--- config.mk ---
export PLATFORM = sky130hd
export DESIGN_NAME = tmr_core
export DESIGN_NICKNAME = d
export VERILOG_FILES = /design/src/core/tmr_pkg.sv /design/src/core/tmr_sync.sv /design/src/core/tmr_core.sv
export VERILOG_INCLUDE_DIRS = /design/src /design/src/core
export SDC_FILE = /design/constraint.sdc
export NUM_CORES = 1
export LEC_CHECK = 0
export BUFFER_PORTS_ARGS = -buffer_cell sky130_fd_sc_hd__buf_2
export CAP_MARGIN = 20
export CORE_MARGIN = 8
export CORE_UTILIZATION = 40
export CTS_CLUSTER_SIZE = 14
export DETAILED_ROUTE_END_ITERATION = 10
export HOLD_SLACK_MARGIN = 0.02
export SYNTH_ARGS = -nofsm -noshare
export SYNTH_HDL_FRONTEND = slang
export SYNTH_SLANG_ARGS = --single-unit
--- constraint.sdc ---
create_clock -name clk -period 3.7 [get_ports clk]
set_input_delay 0 -clock clk [delete_from_list [all_inputs] [get_ports clk]]
set_output_delay 0 -clock clk [all_outputs]
set_load 0.01 [all_outputs]
--- src/core/tmr_cfg.svh ---
`ifndef TMR_CFG_SVH
`define TMR_CFG_SVH

// ----------------------------------------------------------------------------
// Register byte addresses
// ----------------------------------------------------------------------------
`define TMR_OFS_PRESCALER   8'hd2
`define TMR_OFS_COUNT       8'hd3
`define TMR_OFS_STATUS      8'hd4

// ----------------------------------------------------------------------------
// Status/control field positions
// ----------------------------------------------------------------------------
`define TMR_BIT_ZERO        7
`define TMR_BIT_IRQ_EN      6
`define TMR_BIT_DIR         5
`define TMR_BIT_DOUT        4
`define TMR_BIT_INIT        3
`define TMR_SEL_MSB         2
`define TMR_SEL_LSB         0
`define TMR_PSC_MSB         6

// ----------------------------------------------------------------------------
// Reset values and fixed figures
// ----------------------------------------------------------------------------
`define TMR_RST_PRESCALER   7'h7f
`define TMR_RST_COUNT       8'hff
`define TMR_RST_STATUS      8'h00
`define TMR_COUNT_ZERO      8'h00
`define TMR_READ_IDLE       8'h00
`define TMR_CORE_DIV        12

`endif

--- src/core/tmr_pkg.sv ---
package tmr_pkg;

    // Operating mode, decoded from direction and data-out bits
    typedef enum logic [1:0] {
        TMR_MODE_EVENT  = 2'b00,
        TMR_MODE_GATED  = 2'b01,
        TMR_MODE_OUTPUT = 2'b11
    } tmr_mode_e;

    typedef logic [7:0] tmr_byte_t;
    typedef logic [6:0] tmr_psc_t;
    typedef logic [2:0] tmr_sel_t;

endpackage

--- src/core/tmr_sync.sv ---
`timescale 1ns/1ps

// ----------------------------------------------------------------------------
// Three-stage pin synchroniser with agreement filter
// ----------------------------------------------------------------------------
module tmr_sync (
    input  wire logic clk,
    input  wire logic sys_rst,
    input  wire logic async_in,
    output logic      level_out
);

    logic stage1_ff;
    logic stage2_ff;
    logic stage3_ff;
    logic level_ff;

    // Stage 1 feeds stage 2 only; metastability must not reach any gate
    always_ff @(posedge clk) begin
        if (sys_rst) begin
            stage1_ff <= 1'b0;
            stage2_ff <= 1'b0;
            stage3_ff <= 1'b0;
        end else begin
            stage1_ff <= async_in;
            stage2_ff <= stage1_ff;
            stage3_ff <= stage2_ff;
        end
    end

    // A change is accepted once stages 2 and 3 agree
    always_ff @(posedge clk) begin
        if (sys_rst) begin
            level_ff <= 1'b0;
        end else if (stage2_ff == stage3_ff) begin
            level_ff <= stage3_ff;
        end
    end

    assign level_out = level_ff;

endmodule

--- src/core/tmr_core.sv ---
// Summary of operation
// - Counter decrements on each selected tap rising edge; reaching zero sets zero flag.
// - Interrupt request is high exactly when irq enable and zero flag are both one.
// - Prescaler source is core clock divided by twelve or the timer pin.
// - Tap 1 is the prescaler input itself; tap 2^n is prescaler bit n-1.
// - Three-bit select gives division factor two to the power of its value.
// - Init bit low holds prescaler at all ones and stops prescaler and counter.
// - With init bit high, software may write any prescaler value 0 to 7Fh.
// - Gated mode counts divided core clock only while the timer pin is high.
// - Event mode counts rising edges of the timer pin.
// - Output mode counts divided core clock and drives the timer pin.
// - Pin latch follows data-out while zero flag high, holds when it falls.
// - Zero flag also set by writing 00h to counter or one to bit 7.
// - Reset loads counter FFh, prescaler 7Fh, clears status/control register.
// - Counter write beats a coincident decrement to zero; no flag from that decrement.
// - Counter and prescaler read live at any time without disturbing counting.
// - Prescaler register bit 7 reads zero; low seven bits hold the value.
// - Direction bit makes the timer pin input when zero, output when one.
// - Interrupt request is a plain level usable to leave the wait state.
//
// The strobed register port is this design's own decision.

`timescale 1ns/1ps
`include "tmr_cfg.svh"
module tmr_core #(
    parameter int PRE_DIV = `TMR_CORE_DIV
) (
    input  wire logic       clk,
    input  wire logic       sys_rst,
    input  wire logic [7:0] reg_addr,
    input  wire logic [7:0] reg_wdata,
    input  wire logic       reg_wr,
    input  wire logic       reg_rd,
    output logic      [7:0] reg_rdata,
    input  wire logic       timer_pin_in,
    output logic            timer_pin_out,
    output logic            timer_pin_oe,
    output logic            timer_irq
);

    // ------------------------------------------------------------------------
    // Helper functions
    // ------------------------------------------------------------------------

    function automatic tmr_pkg::tmr_mode_e mode_decode(input logic dir, input logic dout);
        tmr_pkg::tmr_mode_e m;
        m = tmr_pkg::TMR_MODE_EVENT;
        if (dir) begin
            m = tmr_pkg::TMR_MODE_OUTPUT;
        end else if (dout) begin
            m = tmr_pkg::TMR_MODE_GATED;
        end
        return m;
    endfunction

    // True when the selected tap sees a rising edge as the prescaler steps
    function automatic logic tap_rise(input tmr_pkg::tmr_sel_t sel,
                                      input tmr_pkg::tmr_psc_t old_val,
                                      input tmr_pkg::tmr_psc_t new_val);
        logic hit;
        hit = 1'b0;
        if (sel == 3'h0) begin
            hit = 1'b1;
        end else begin
            hit = ~old_val[sel - 3'h1] & new_val[sel - 3'h1];
        end
        return hit;
    endfunction

    // ------------------------------------------------------------------------
    // Declarations
    // ------------------------------------------------------------------------

    localparam logic [3:0] DIV_LAST = 4'(PRE_DIV - 1);

    logic [3:0]              div_cnt_ff;
    logic                    div_tick_ff;
    logic                    pin_level;
    logic                    pin_level_d_ff;
    logic                    pin_rise;

    tmr_pkg::tmr_psc_t       psc_ff;
    tmr_pkg::tmr_psc_t       nxt_psc;
    tmr_pkg::tmr_psc_t       psc_dec;
    tmr_pkg::tmr_byte_t      cnt_ff;
    tmr_pkg::tmr_byte_t      nxt_cnt;
    tmr_pkg::tmr_byte_t      cnt_dec;

    logic                    zero_ff;
    logic                    nxt_zero;
    logic                    zero_set;
    logic                    irq_en_ff;
    logic                    nxt_irq_en;
    logic                    dir_ff;
    logic                    nxt_dir;
    logic                    dout_ff;
    logic                    nxt_dout;
    logic                    init_ff;
    tmr_pkg::tmr_sel_t       sel_ff;

    tmr_pkg::tmr_mode_e      mode;
    logic                    src_ev;
    logic                    cnt_ev;

    logic                    wr_psc;
    logic                    wr_cnt;
    logic                    wr_stat;

    tmr_pkg::tmr_byte_t      rdata_ff;
    tmr_pkg::tmr_byte_t      nxt_rdata;
    logic                    irq_ff;
    logic                    pin_out_ff;
    logic                    pin_oe_ff;

    // ------------------------------------------------------------------------
    // Register decode
    // ------------------------------------------------------------------------

    assign wr_psc  = reg_wr && (reg_addr == `TMR_OFS_PRESCALER);
    assign wr_cnt  = reg_wr && (reg_addr == `TMR_OFS_COUNT);
    assign wr_stat = reg_wr && (reg_addr == `TMR_OFS_STATUS);

    // ------------------------------------------------------------------------
    // Core clock divider and pin conditioning
    // ------------------------------------------------------------------------

    // Free-running so a gated measurement keeps its phase between pulses
    always_ff @(posedge clk) begin
        if (sys_rst) begin
            div_cnt_ff  <= 4'h0;
            div_tick_ff <= 1'b0;
        end else if (div_cnt_ff == DIV_LAST) begin
            div_cnt_ff  <= 4'h0;
            div_tick_ff <= 1'b1;
        end else begin
            div_cnt_ff  <= div_cnt_ff + 4'h1;
            div_tick_ff <= 1'b0;
        end
    end

    tmr_sync u_pin_sync (
        .clk       (clk),
        .sys_rst   (sys_rst),
        .async_in  (timer_pin_in),
        .level_out (pin_level)
    );

    always_ff @(posedge clk) begin
        if (sys_rst) begin
            pin_level_d_ff <= 1'b0;
        end else begin
            pin_level_d_ff <= pin_level;
        end
    end

    assign pin_rise = pin_level & ~pin_level_d_ff;

    // ------------------------------------------------------------------------
    // Prescaler source selection
    // ------------------------------------------------------------------------

    assign mode = mode_decode(dir_ff, dout_ff);

    always_comb begin
        src_ev = 1'b0;
        case (mode)
            tmr_pkg::TMR_MODE_EVENT: begin
                src_ev = pin_rise;
            end
            tmr_pkg::TMR_MODE_GATED: begin
                src_ev = div_tick_ff & pin_level;
            end
            tmr_pkg::TMR_MODE_OUTPUT: begin
                src_ev = div_tick_ff;
            end
            default: begin
                src_ev = 1'b0;
            end
        endcase
    end

    // ------------------------------------------------------------------------
    // Prescaler
    // ------------------------------------------------------------------------

    assign psc_dec = psc_ff - 7'h01;

    always_comb begin
        nxt_psc = psc_ff;
        if (!init_ff) begin
            nxt_psc = `TMR_RST_PRESCALER;
        end else if (wr_psc) begin
            nxt_psc = reg_wdata[`TMR_PSC_MSB:0];
        end else if (src_ev) begin
            nxt_psc = psc_dec;
        end
    end

    always_ff @(posedge clk) begin
        if (sys_rst) begin
            psc_ff <= `TMR_RST_PRESCALER;
        end else begin
            psc_ff <= nxt_psc;
        end
    end

    // ------------------------------------------------------------------------
    // Counter
    // ------------------------------------------------------------------------

    // A prescaler write in the same cycle replaces the step, so no tap edge
    assign cnt_ev  = init_ff & src_ev & ~wr_psc & tap_rise(sel_ff, psc_ff, psc_dec);
    assign cnt_dec = cnt_ff - 8'h01;

    always_comb begin
        nxt_cnt = cnt_ff;
        if (wr_cnt) begin
            nxt_cnt = reg_wdata;
        end else if (cnt_ev) begin
            nxt_cnt = cnt_dec;
        end
    end

    always_ff @(posedge clk) begin
        if (sys_rst) begin
            cnt_ff <= `TMR_RST_COUNT;
        end else begin
            cnt_ff <= nxt_cnt;
        end
    end

    // ------------------------------------------------------------------------
    // Zero flag
    // ------------------------------------------------------------------------

    // Any set source beats a software clear written in the same cycle
    always_comb begin
        zero_set = 1'b0;
        if (cnt_ev && !wr_cnt && (cnt_dec == `TMR_COUNT_ZERO)) begin
            zero_set = 1'b1;
        end
        if (wr_cnt && (reg_wdata == `TMR_COUNT_ZERO)) begin
            zero_set = 1'b1;
        end
        if (wr_stat && reg_wdata[`TMR_BIT_ZERO]) begin
            zero_set = 1'b1;
        end
    end

    always_comb begin
        nxt_zero = zero_ff;
        if (zero_set) begin
            nxt_zero = 1'b1;
        end else if (wr_stat) begin
            nxt_zero = 1'b0;
        end
    end

    always_ff @(posedge clk) begin
        if (sys_rst) begin
            zero_ff <= 1'(`TMR_RST_STATUS >> `TMR_BIT_ZERO);
        end else begin
            zero_ff <= nxt_zero;
        end
    end

    // ------------------------------------------------------------------------
    // Control bits
    // ------------------------------------------------------------------------

    assign nxt_irq_en = wr_stat ? reg_wdata[`TMR_BIT_IRQ_EN] : irq_en_ff;
    assign nxt_dir    = wr_stat ? reg_wdata[`TMR_BIT_DIR]    : dir_ff;
    assign nxt_dout   = wr_stat ? reg_wdata[`TMR_BIT_DOUT]   : dout_ff;

    always_ff @(posedge clk) begin
        if (sys_rst) begin
            irq_en_ff <= 1'b0;
            dir_ff    <= 1'b0;
            dout_ff   <= 1'b0;
            init_ff   <= 1'b0;
            sel_ff    <= 3'h0;
        end else begin
            irq_en_ff <= nxt_irq_en;
            dir_ff    <= nxt_dir;
            dout_ff   <= nxt_dout;
            if (wr_stat) begin
                init_ff <= reg_wdata[`TMR_BIT_INIT];
                sel_ff  <= reg_wdata[`TMR_SEL_MSB:`TMR_SEL_LSB];
            end
        end
    end

    // ------------------------------------------------------------------------
    // Interrupt request
    // ------------------------------------------------------------------------

    // Level output with no clock dependence downstream, so a sleeping core
    // can use it as its wake source
    always_ff @(posedge clk) begin
        if (sys_rst) begin
            irq_ff <= 1'b0;
        end else begin
            irq_ff <= nxt_zero & nxt_irq_en;
        end
    end

    // ------------------------------------------------------------------------
    // Timer pin driver
    // ------------------------------------------------------------------------

    // Latch is transparent while the flag is high; in input mode the value
    // is kept but not driven
    always_ff @(posedge clk) begin
        if (sys_rst) begin
            pin_out_ff <= 1'b0;
        end else if (nxt_zero) begin
            pin_out_ff <= nxt_dout;
        end
    end

    always_ff @(posedge clk) begin
        if (sys_rst) begin
            pin_oe_ff <= 1'b0;
        end else begin
            pin_oe_ff <= nxt_dir;
        end
    end

    // ------------------------------------------------------------------------
    // Read port
    // ------------------------------------------------------------------------

    always_comb begin
        nxt_rdata = `TMR_READ_IDLE;
        if (reg_rd) begin
            case (reg_addr)
                `TMR_OFS_PRESCALER: begin
                    nxt_rdata = {1'b0, psc_ff};
                end
                `TMR_OFS_COUNT: begin
                    nxt_rdata = cnt_ff;
                end
                `TMR_OFS_STATUS: begin
                    nxt_rdata = {zero_ff, irq_en_ff, dir_ff, dout_ff, init_ff, sel_ff};
                end
                default: begin
                    nxt_rdata = `TMR_READ_IDLE;
                end
            endcase
        end
    end

    always_ff @(posedge clk) begin
        if (sys_rst) begin
            rdata_ff <= `TMR_READ_IDLE;
        end else begin
            rdata_ff <= nxt_rdata;
        end
    end

    // ------------------------------------------------------------------------
    // Outputs
    // ------------------------------------------------------------------------

    assign reg_rdata     = rdata_ff;
    assign timer_irq     = irq_ff;
    assign timer_pin_out = pin_out_ff;
    assign timer_pin_oe  = pin_oe_ff;

endmodule

=== Yosys cells after proc, flatten, opt, wreduce, memory -nomap -nowiden ===
Cells that the tools add are included.
Widths: inputs -> output; s select.

* Bitwise gates (word level): 12
* Multiplexer cells: 21
* Magnitude comparators: 1
* Reduce and logical (&&, ||, !) cells: 17
* Add/sub/neg operators: 4
* Equal/unequal tests: 7

{| class="wikitable"
|+ Operator list
! operator !! number
|-
| $eq 8x8->1 const B || 3
|-
| $pmux 8 s3 || 1
|-
| $logic_not 8->1 || 2
|-
| $mux 8 || 2
|-
| $mux 7 || 2
|-
| $mux 1 || 12
|-
| $sub 8x1->8 const B || 1
|-
| $and 1x1->1 || 7
|-
| $logic_and 1x1->1 || 7
|-
| $sub 7x1->7 const B || 1
|-
| $bmux 1 s3 || 2
|-
| $reduce_or 2->1 || 3
|-
| $not 1->1 || 5
|-
| $add 4x1->4 const B || 1
|-
| $eq 4x4->1 const B || 1
|-
| $lt 3x4->1 const B || 1
|-
| $reduce_bool 2->1 || 2
|-
| $logic_not 3->1 || 1
|-
| $pmux 1 s3 || 1
|-
| $sub 3x1->3 const B || 1
|-
| $eq 2x1->1 const B || 1
|-
| $eq 2x2->1 const B || 1
|-
| $logic_not 2->1 || 1
|-
| $mux 2 || 1
|-
| 2 further kinds || 2
|}

* Output and inout port bits: 11
* Flip-flop bits (word level): 43
* Word-level logic and storage cells: 80
* Input bits: 21

=== Logic depth before layout (Yosys ltp) ===
Gate-level depths: netlist (run 1).

* Depth in word-level cells: 14
* Gate-level depth with buffers: 9

=== Hierarchy ===
Synthesis (run 1) repeated with hierarchy kept, for this count alone.

* Cells, all modules: 276
* Area, all modules: 2,322.2 µm²

{| class="wikitable"
|+ By module, submodules not included
! module !! area an instance (µm²) !! times used !! cells an instance !! seq. area each (µm²)
|-
| tmr_core || 2,209.6 || 1 || 266 || 780.7
|-
| tmr_sync || 112.6 || 1 || 10 || 80.1
|}

=== Worst setup path after synthesis (run 1) ===
OpenSTA, ideal clock, no wires.

* Path type: flip-flop to flip-flop
* Start point: reg sel_ff[0]
* End point: reg pin_out_ff (netlist: timer_pin_out)
* Period minus slack after synthesis: 2.342 ns
* Library setup time: 0.121 ns
* Arrival time: 2.221 ns
* Path buffers: 1
* Cell stages (with the launch flop): 8
* Data required time: 3.579 ns
* Path slack: 1.358 ns
* Cells stage by stage: dfxtp_1 > buf_6 > or4_1 > a211o_1 > a21oi_4 > o21ai_4 > o41ai_4 > mux2_4

* Cells in the longest elaborated chain, start to end: 13

{| class="wikitable"
|+ RTL lines
! what !! line !! RTL
|-
| start, declared || tmr_core.sv:99 || <nowiki>tmr_pkg::tmr_sel_t sel_ff;</nowiki>
|-
| start signal, assigned || tmr_core.sv:288 || <nowiki>sel_ff <= reg_wdata[`TMR_SEL_MSB:`TMR_SEL_LSB];</nowiki>
|-
| $sub 3x1->3 || tmr_core.sv:65 || <nowiki>hit = ~old_val[sel - 3'h1] & new_val[sel - 3'h1];</nowiki>
|-
| $bmux 1 s3 || tmr_core.sv:65 ||
|-
| $mux 1 (not written as such) || tmr_core.sv:65 ||
|-
| $not 1->1 || tmr_core.sv:65 ||
|-
| $and 1x1->1 || tmr_core.sv:65 ||
|-
| $mux 1 (*) || tmr_core.sv:62 || <nowiki>if (sel == 3'h0) begin</nowiki>
|-
| $and 1x1->1 (*) || tmr_core.sv:212 || <nowiki>assign cnt_ev = init_ff & src_ev & ~wr_psc & tap_rise(sel_ff, psc_ff, psc_dec);</nowiki>
|-
| $logic_and 1x1->1 (*) (2 in series) || tmr_core.sv:239 || <nowiki>if (cnt_ev && !wr_cnt && (cnt_dec == `TMR_COUNT_ZERO)) begin</nowiki>
|-
| $mux 1 (*) || tmr_core.sv:239 ||
|-
| $mux 1 (*) || tmr_core.sv:242 || <nowiki>if (wr_cnt && (reg_wdata == `TMR_COUNT_ZERO)) begin</nowiki>
|-
| $mux 1 (*) || tmr_core.sv:245 || <nowiki>if (wr_stat && reg_wdata[`TMR_BIT_ZERO]) begin</nowiki>
|-
| $mux 1 (*) || tmr_core.sv:252 || <nowiki>if (zero_set) begin</nowiki>
|-
| end signal, assigned || tmr_core.sv:317 || <nowiki>pin_out_ff <= nxt_dout;</nowiki>
|-
| end, declared || tmr_core.sv:112 || <nowiki>logic pin_out_ff;</nowiki>
|}

Every way passes the cells marked *; elsewhere a longest branch is shown, timed or not. The select of a mux whose other input is x is not followed.
A chain may end at the register's enable or synchronous reset.

=== Final worst setup path (run 1) ===
Ends and elaborated chain as after synthesis.

==> results of run 1 <==
## synthesized netlist by cell type, drive strengths merged (3+ instances only)
master / instances / area, sq um
nor3b: 4 / 30.0
buf: 3 / 20.0
dfxtp: 43 / 861
nand2: 30 / 113
nor2b: 10 / 62.6
nand3: 14 / 75.1
a22oi: 9 / 67.6
inv: 11 / 41.3
nand3b: 5 / 37.5
and4b: 3 / 30.0
nor3: 19 / 95.1
xnor2: 7 / 61.3
nor4: 8 / 50.1
o21ai: 10 / 72.6
ha: 6 / 75.1
o31a: 3 / 26.3
clkbuf: 11 / 41.3
nor2: 18 / 67.6
o211ai: 4 / 30.0
or3: 3 / 18.8
mux2i: 6 / 60.1
a21oi: 18 / 101
## critical path, delay by kind of cell (launching register included)
kind	cells	cell delay, ps
AOI/OAI and AO/OA	4	1040
xor gates and xnor gates	1	300
adders and majority gates	1	220
buffers and inverters	1	120
DFF	1	480
muxes	1	330
## state kept, by name (all words and copies together) (netlist names)
signal and count:
reg_rdata 8, u_pin_sync.stage2_ff 1, div_tick_ff 1, u_pin_sync.stage3_ff 1, zero_ff 1, timer_pin_out 1
timer_irq 1, div_cnt_ff 4, sel_ff 3, timer_pin_oe 1, u_pin_sync.level_out 1, dout_ff 1
u_pin_sync.stage1_ff 1, pin_level_d_ff 1, cnt_ff 8, irq_en_ff 1, psc_ff 7, init_ff 1
## per-stage QoR
| step | setup WS (ps) | std cells | hold slack [ps] | utilization, % |
|---|---|---|---|---|
| final | 1110 | 375 | 36.0 | 47.3 |
| after global routing | 944 | 375 | 32.0 | 47.3 |
| after CTS | 1120 | 375 | 24.3 | 47.3 |
| after detailed placement | 1140 | 362 | 226 | 44.9 |
| after global placement | 1220 | 362 | 222 | 44.9 |
| after floorplan | 1360 | 273 | 123 | - |
## per-layer routing
| metal | up-vias | routed length (microns) | share of wire [%] |
|---|---|---|---|
| met5 | - | 0 | 0 |
| met4 | 0 | 85 | 1.4 |
| met3 | 9 | 463 | 7.6 |
| met2 | 62 | 2640 | 44 |
| met1 | 940 | 2870 | 47 |
| li1 | 1048 | - | - |
## layout by cell type (no fill, tap or decap), drive strengths merged, types with 2 or more instances in the layout
cell type,synthesis,layout
a21oi,18,18
a22oi,9,9
and2,2,2
and3,2,2
and4b,3,3
buf,3,31
clkbuf,11,6
dfxtp,43,43
dlygate4sd3,0,5
ha,6,6
inv,11,11
mux2i,6,6
nand2,30,30
nand3,14,14
nand3b,5,5
nand4,2,2
nor2,18,18
nor2b,10,10
nor3,19,19
nor3b,4,4
nor4,8,8
o2111ai,2,2
o211ai,4,4
o21a,2,2
o21ai,10,10
o31a,3,3
or3,3,3
or4b,2,2
xnor2,7,7
xor2,2,2
## report_power, final
| group | total, W | internal [W] | leakage [nW] | switching [W] |
|---|---|---|---|---|
| clock network | 0.000299 | 0.000132 | 0.0412 | 0.000167 |
| registers | 0.000470 | 0.000467 | 0.348 | 0.00000290 |
| logic | 0.0000454 | 0.0000196 | 0.623 | 0.0000257 |
## cell type report
class | count | area (sq um)
fillers | 547 | 2900
multi-input cells | 205 | 1320
flip-flops and latches | 43 | 861
repair buffers | 36 | 205
well taps | 72 | 90.1
clock buffers | 6 | 72.6
inverters | 11 | 41.3
clock inverters | 2 | 12.5
## kinds of logic after synthesis
| logic type | after synthesis | share of synthesized area, % |
|---|---|---|
| buffers and inverters | 25 | 4.49 |
| multiplexers | 7 | 3.28 |
| flip-flops | 43 | 37.6 |
| XOR/XNOR | 9 | 3.45 |
| AND/OR/NAND/NOR | 128 | 30.0 |
| AO/OA/AOI/OAI | 55 | 17.9 |
| adder cells (fa/ha/maj) | 6 | 3.28 |
## worst paths after layout
kind / from / endpoint / cells after the start
worst max-delay path: sel_ff[0] / timer_pin_out / 8
worst min-delay path: reg_wdata[2] / sel_ff[2] / 3
worst max register to register: sel_ff[0] / timer_pin_out / 8
worst min register to register: div_cnt_ff[0] / div_cnt_ff[0] / 1
==> results.md, run 1 <==
* DIE AREA at 0.00839 sq mm
* Initial antenna violation count at 0
* Hold Crit Class: input port to flip-flop
* GPL Wtd Cong at 0.872
* Final setup vio count at 0
* Final period utilization at 69.9%
* Num Clock Sinks at 43
* Initial Util at 41.5%
* Detailed Place HPWL at 4290 microns
* Setup crit end kind: flip-flop
* Chip height at 91.6 microns
* Minimum clock period at 2590 ps
* Starting DRC count in detailed routing at 149
* Synth cell types at 48
* WL/cell at 16.1 microns
* Design Area, Final at 0.00261 sq mm
* Pin count of the biggest net entering global routing at 44
* Htree depth at 2
* TritonCTS Buffers at 5
* Peak per-stage delay on the critical path at 480 ps
* RSZ-0062 raised after global routing: no
* CTS tree: yes
* Layout Nets at 329
* Reg clk slew, reported paths at 90 ps
* Max-slew headroom at 47.8%
* Status: complete, no violations
* Flop2flop setup slack at 1110 ps
* Vias in the first global route at 1983
* Via density at 5.49
* Post-synth ARST share at 0%
* Resized Gates After CTS at 0
* Max Freq at 387 MHz
* Syn Std Cell Area at 0.00229 sq mm
* Syn Nets at 300
* Vias at 2059
* CP max stage cell: dfxtp_1
* Critical Path Source Type: flip-flop
* Die width at 91.6 microns
* Max VDD drop at 0.222 mV
* Sum of negative setup slack at 0 ps
* Seq/Total Area, Yosys at 37.6%
* Post-DRT Antenna Nets at 0
* Area after DPL at 0.00247 sq mm
* Total core area at 0.00551 sq mm
* P per Cell Area at 312 mW/mm^2
* Share of cells above drive strength 1 at 14.9%
* Mean area per synthesized cell at 8.38 sq um
* Setup Buffers After CTS at 0
* Syn Inst Count at 273
* First-pass GRT wire length at 10000 microns
* Worst path arrival time at 2790 ps
* DR DRC count at 0
* Leak Pwr at 1.01 nW
* # rows at 27
* Root Buffer: clkbuf_8
* YS warnings at 0
* Number of max-cap violations at 0
* M1 GR Usage at 19.2%
* Max-slew violations at 0
* CP max FO at 9
* Drt pass-1 iters at 4
* Crit Path Class: flip-flop to flip-flop
* Final Hold Vio Count at 0
* Total GRT Usage at 14.6%
* Grt peak-use layer: met2
* Met2 Resource Use GR at 22.0%
* Post-synth EDFFs at 0
* Clock Latency Late Sink at 300 ps
* Clk_skew at 12.1 ps
* Overall Power at 0.000814 W
* IO Pins at 32
* Met3 global-route usage at 4.32%
* Most used cell along the critical path: o21ai_4
* Flops & latches, synth at 43
* CTS Hold Bufs at 5
* Slew @ Worst Pin at 782 ps
* # diodes at 0
* IO buf count at 31
* P&R area growth vs syn at 13.9%
* Max Buffers Root-to-Sink at 2
* Critical path, cell by cell: inv_1 -> ha_1 -> xor2_1 -> o21ai_0 -> o21ai_4 -> o21ai_4 -> o41ai_4 -> mux2_4
* Total Wirelength at 6050 microns
* Synth Flop Type: dfxtp_1
* Grt total ovfl at 0
* CP required at 3900 ps
No activity file was read; power rests on OpenSTA's default activity.
==> run 2, diff against run 1 <==
Clock period 3.7 ns to 2.4 ns, I/O delays scaled along.
==> results.md, run 2 (same netlist as run 1, synthesis figures left out) <==
* Status: complete, no violations (unchanged)
* Top layer in use: met4 (unchanged)
* DIE AREA at 0.00839 sq mm (unchanged)
* TritonCTS Buffers at 5 (unchanged)
* CP required at 2590 ps (was 3900 ps)
* Via density at 5.52 (was 5.49)
* Vias in the first global route at 2092 (was 1983)
* # diodes at 0 (unchanged)
* Num Clock Sinks at 43 (unchanged)
* GPL Wtd Cong at 0.911 (was 0.872)
* Vias at 2159 (was 2059)
* P&R area growth vs syn at 20.3% (was 13.9%)
* Setup crit end kind: flip-flop (unchanged)
* Area after DPL at 0.00258 sq mm (was 0.00247 sq mm)
* DR DRC count at 0 (unchanged)
* Pin count of the biggest net entering global routing at 44 (unchanged)
* Max Buffers Root-to-Sink at 2 (unchanged)
* Layout Nets at 345 (was 329)
* Sum of negative setup slack at 0 ps (unchanged)
* Share of cells above drive strength 1 at 20.4% (was 14.9%)
* Minimum clock period at 2300 ps (was 2590 ps)
* Initial antenna violation count at 0 (unchanged)
* Leak Pwr at 1.09 nW (was 1.01 nW)
* Met2 WL at 2750 microns (was 2640 microns)
* Hold Crit Class: input port to flip-flop (unchanged)
* Total core area at 0.00551 sq mm (unchanged)
* Starting DRC count in detailed routing at 254 (was 149)
* Final Hold Vio Count at 0 (unchanged)
* Max-slew headroom at 46.4% (was 47.8%)
* Total GRT Usage at 15.2% (was 14.6%)
* # rows at 27 (unchanged)
* Post-DRT Antenna Nets at 0 (unchanged)
* Initial Util at 41.5% (unchanged)
* WL/cell at 16.2 microns (was 16.1 microns)
* Grt total ovfl at 0 (unchanged)
* CP max FO at 5 (was 9)
* IO Pins at 32 (unchanged)
* CTS tree: yes (unchanged)
* Max Freq at 434 MHz (was 387 MHz)
* Design Area, Final at 0.00275 sq mm (was 0.00261 sq mm)
* IO buf count at 31 (unchanged)
* Chip height at 91.6 microns (unchanged)
* Htree depth at 2 (unchanged)
* Detailed Place HPWL at 4530 microns (was 4290 microns)
* Crit Path Class: flip-flop to flip-flop (unchanged)
* Clock Latency Late Sink at 310 ps (was 300 ps)
* Met1 wire length at 2980 microns (was 2870 microns)
* Critical Path Source Type: flip-flop (unchanged)
* WL met3 at 460 microns (was 463 microns)
* Total Wirelength at 6330 microns (was 6050 microns)
* Worst path arrival time at 2490 ps (was 2790 ps)
* Setup Buffers After CTS at 0 (unchanged)
* Most frequent cells in the layout: dfxtp_1 (41), buf_2 (31), nand2_1 (30) (was dfxtp_1 (43), buf_2 (31), nand2_1 (30))
* First-pass GRT wire length at 10500 microns (was 10000 microns)
* Clk_skew at 13.1 ps (was 12.1 ps)
* Max VDD drop at 0.337 mV (was 0.222 mV)
* Final period utilization at 95.9% (was 69.9%)
* Max-slew violations at 0 (unchanged)
* RSZ-0062 raised after global routing: no (unchanged)
* P per Cell Area at 467 mW/mm^2 (was 312 mW/mm^2)
* Most common cell after layout, fill and taps aside: dfxtp_1 (unchanged)
* Final setup vio count at 0 (unchanged)
* Slew @ Worst Pin at 804 ps (was 782 ps)
* Reg clk slew, reported paths at 100 ps (was 90 ps)
* Fillers at 531 (was 547)
* Drt pass-1 iters at 4 (unchanged)
* Die width at 91.6 microns (unchanged)
* Root Buffer: clkbuf_8 (unchanged)
* Number of max-cap violations at 0 (unchanged)
[run 2: cell types whose count changed in the layout (fill, tap and decap cells not counted), sizes merged]
cell / delta
inv: +1
dlygate4sd3: +1
buf: +15
clkinvlp: +1
clkinv: -1
clkbuf: -1
[run 2: what timing repair did]
action                                  in CTS  in global routing
hold buffers                                 6                  0
hold endpoints to repair                     8                  0
gates resized for setup                      0                  5
endpoints found under the setup margin       0                  5
[run 2: critical path, cell delays in order (launching register included)]
cell and delay [ps]:
dfxtp_2 350, or4_1 530, a211o_1 300, a21oi_4 220, o21ai_4 100, o41ai_4 360
mux2_4 330
[run 2: path summary, 6_finish.rpt]
| check | start | endpoint | slack [ps] | cells after the start |
|---|---|---|---|---|
| worst max-delay path | sel_ff[0] | timer_pin_out | 100 | 6 |
| worst min-delay path | reg_wdata[3] | cnt_ff[3] | 30 | 3 |
| worst max register to register | sel_ff[0] | timer_pin_out | 100 | 6 |
| worst min register to register | u_pin_sync.stage1_ff | u_pin_sync.stage2_ff | 450 | 1 |
[run 2: through the flow]
step                      total power (W)  setup WS, ps  cells  util (%)  hold slack [ps]
after floorplan                  0.000771          57.8    273         -              123
after global placement           0.000805          88.4    377      46.9              213
after detailed placement         0.000805          71.3    377      46.9              227
after CTS                         0.00129          24.4    391      49.7             26.1
after global routing              0.00134          15.0    391      50.0             27.9
final                             0.00129          97.3    391      50.0             32.2
[run 2: routing by layer]
layer / global-route usage [%] / vias to the layer above
met4: 7.23 / 0
met3: 4.40 / 15
met1: 19.6 / 1008
met5: 0 / -
li1: - / 1073
met2: 22.7 / 63
[run 2: layout make-up]
type	instances	area (sq um)	share of cell area [%]
Timing Repair Buffer	52	328	11.9
Clock inverter	3	23.8	0.864
Multi-Input combinational cell	205	1340	48.6
Sequential cell	43	863	31.4
Tap cell	72	90.1	3.27
Clock buffer	5	68.8	2.50
Inverter	11	41.3	1.50
[run 2: power by group]
| group | internal, W | switching, W |
|---|---|---|
| Clock | 0.000208 | 0.000280 |
| Combinational | 0.0000317 | 0.0000411 |
| Sequential | 0.000719 | 0.00000446 |
==> run 3, diff against run 2 <==
Settings changed: CORE_MARGIN 8 to 1.5.
==> results.md, run 3 (same netlist as run 1, synthesis figures left out) <==
* Post-DRT Antenna Nets at 0 (unchanged)
* Max-slew violations at 0 (unchanged)
* Htree depth at 2 (unchanged)
* Status: complete, no violations (unchanged)
* Fillers at 531 (unchanged)
* CP delay by family, top: compound AO/OA/AOI/OAI gates (unchanged)
* Place WS at 83.9 ps (was 71.3 ps)
* Hold Crit Class: input port to flip-flop (unchanged)
* Num Clock Sinks at 43 (unchanged)
* DIE AREA at 0.00618 sq mm (was 0.00839 sq mm)
* Critical path, cell by cell: or4_1 -> a211o_1 -> a21oi_4 -> o21ai_4 -> o41ai_4 -> mux2_4 (unchanged)
* Minimum clock period at 2320 ps (was 2300 ps)
* Worst path arrival time at 2520 ps (was 2490 ps)
* CP max stage cell: or4_1 (unchanged)
* Met3 global-route usage at 3.14% (was 4.40%)
* Pin count of the biggest net entering global routing at 29 (was 44)
* WL/cell at 15.5 microns (was 16.2 microns)
* Sum of negative setup slack at 0 ps (unchanged)
* R2R Path Start: psc_ff[0] (was sel_ff[0])
* Leak Pwr at 1.09 nW (about the same)
* First-pass GRT wire length at 10000 microns (was 10500 microns)
* Post-route setup slack at 82.5 ps (was 97.3 ps)
* Comb pwr share at 5.8% (was 5.7%)
* # diodes at 0 (unchanged)
* Detailed Place HPWL at 4450 microns (was 4530 microns)
* Grt total ovfl at 0 (unchanged)
* DR DRC count at 0 (unchanged)
* Die width at 78.6 microns (was 91.6 microns)
* RSZ-0062 raised after global routing: no (unchanged)
* Pint at 0.000962 W (was 0.000960 W)
* Final setup vio count at 0 (unchanged)
* Met2 Resource Use GR at 34.7% (was 22.7%)
* Reg power frac at 56.3% (about the same)
* Clock Latency Late Sink at 310 ps (about the same)
* Final period utilization at 96.6% (was 95.9%)
* Most frequent cells in the layout: dfxtp_1 (41), buf_2 (31), nand2_1 (30) (unchanged)
* FF/Latch Area at 863 sq um (unchanged)
* Crit path from: psc_ff[0] (was sel_ff[0])
* Slew @ Worst Pin at 789 ps (was 804 ps)
* Most common cell after layout, fill and taps aside: dfxtp_1 (unchanged)
* Multi-input gate area at 0.00133 sq mm (was 0.00134 sq mm)
* Max-slew headroom at 47.4% (was 46.4%)
* Crit Path Class: flip-flop to flip-flop (unchanged)
* Clk_skew at 6.32 ps (was 13.1 ps)
* Total Wirelength at 6080 microns (was 6330 microns)
* Via density at 5.51 (was 5.52)
* IO Pins at 32 (unchanged)
* Overall Power at 0.00129 W (about the same)
* Total GRT Usage at 20.7% (was 15.2%)
* CP required at 2600 ps (was 2590 ps)
* P&R area growth vs syn at 20.5% (was 20.3%)
* Sw frac at 25.2% (was 25.3%)
* Vias at 2160 (was 2159)
* Starting DRC count in detailed routing at 198 (was 254)
* Root Buffer: clkbuf_8 (unchanged)
* Peak per-stage delay on the critical path at 510 ps (was 530 ps)
* Initial Util at 41.5% (unchanged)
* GPL Wtd Cong at 0.846 (was 0.911)
* Worst path bufs/invs at 0 (unchanged)
* M1 GR Usage at 27.0% (was 19.6%)
* Critical Path Source Type: flip-flop (unchanged)
* Hold_ws at 34.0 ps (was 32.2 ps)
* Max Freq at 432 MHz (was 434 MHz)
* Vias in the first global route at 2078 (was 2092)
* Chip height at 78.6 microns (was 91.6 microns)
* Min-Delay Startpoint: reg_wdata[6] (was reg_wdata[3])
* Grt peak-use layer: met2 (unchanged)
* Clk pwr share at 37.8% (was 38.0%)
* Drt pass-1 iters at 4 (unchanged)
* Number of max-cap violations at 0 (unchanged)
* TritonCTS Buffers at 5 (unchanged)
* Post-layout util at 50.1% (was 50.0%)
* Setup crit end kind: flip-flop (unchanged)
* CP max FO at 6 (was 5)
* Reg clk slew, reported paths at 90 ps (was 100 ps)
* # rows at 27 (unchanged)
* Initial antenna violation count at 0 (unchanged)
* Final Hold Vio Count at 0 (unchanged)
* CTS tree: yes (unchanged)
* P per Cell Area at 466 mW/mm^2 (was 467 mW/mm^2)
* Layout Nets at 346 (was 345)
* Max Buffers Root-to-Sink at 2 (unchanged)
* Max VDD drop at 0.324 mV (was 0.337 mV)
* Total core area at 0.00551 sq mm (unchanged)
* IO buf count at 31 (unchanged)
* Share of cells above drive strength 1 at 20.0% (was 20.4%)
* Psw at 0.000324 W (was 0.000325 W)
[run 3: changes by cell type in the layout (fill, tap and decap cells not counted), sizes merged]
cell | previous run | this run
dlygate4sd3 | 6 | 7
[run 3: path summary, 6_finish.rpt]
| kind | to | slack (ps) | cells after the start |
|---|---|---|---|
| worst max-delay path | timer_pin_out | 80 | 6 |
| worst min-delay path | irq_en_ff | 30 | 3 |
| worst max register to register | timer_pin_out | 80 | 6 |
| worst min register to register | u_pin_sync.stage2_ff | 450 | 1 |
[run 3: layout make-up]
cell class	instances	share of cell area [%]
multi-input cells	205	48.3
inverters	11	1.50
well taps	72	3.27
clock buffers	5	2.50
clock inverters	3	0.862
repair buffers	53	12.3
flip-flops and latches	43	31.3
[run 3: worst reg2reg max path: stages (launching register included)]
cell	delay, ps
dfxtp_2	360
or4_1	510
a211o_1	310
a21oi_4	240
o21ai_4	100
o41ai_4	360
mux2_4	330
[run 3: per-stage QoR]
stage	std cells	instance area, sq um
after CTS	392	2750
after global routing	392	2760
after global placement	377	2580
after floorplan	273	2290
final	392	2760
after detailed placement	377	2580
[run 3: power groups by stage]
stage          registers [W]  logic (W)  clock network (W)
4_1_cts             0.000724  0.0000752           0.000493
5_1_grt             0.000725  0.0000829           0.000522
3_3_place_gp        0.000741  0.0000666                  0
6_report            0.000724  0.0000750           0.000486
3_5_place_dp        0.000741  0.0000663                  0
2_1_floorplan       0.000740  0.0000314                  0
[run 3: repair_timing]
| item | CTS | global route |
|---|---|---|
| setup buffers | 0 | 0 |
| resized for setup | 0 | 6 |
| endpoints found under the setup margin | 0 | 4 |
| hold buffers | 7 | 0 |
| endpoints found under the hold margin | 13 | 0 |
[run 3: metal layers]
layer	vias up	routed length, microns	share of wire, %
met5	-	0	0
met4	0	99	1.6
met3	9	428	7.0
met2	73	2730	45
met1	991	2820	46
li1	1087	-	-
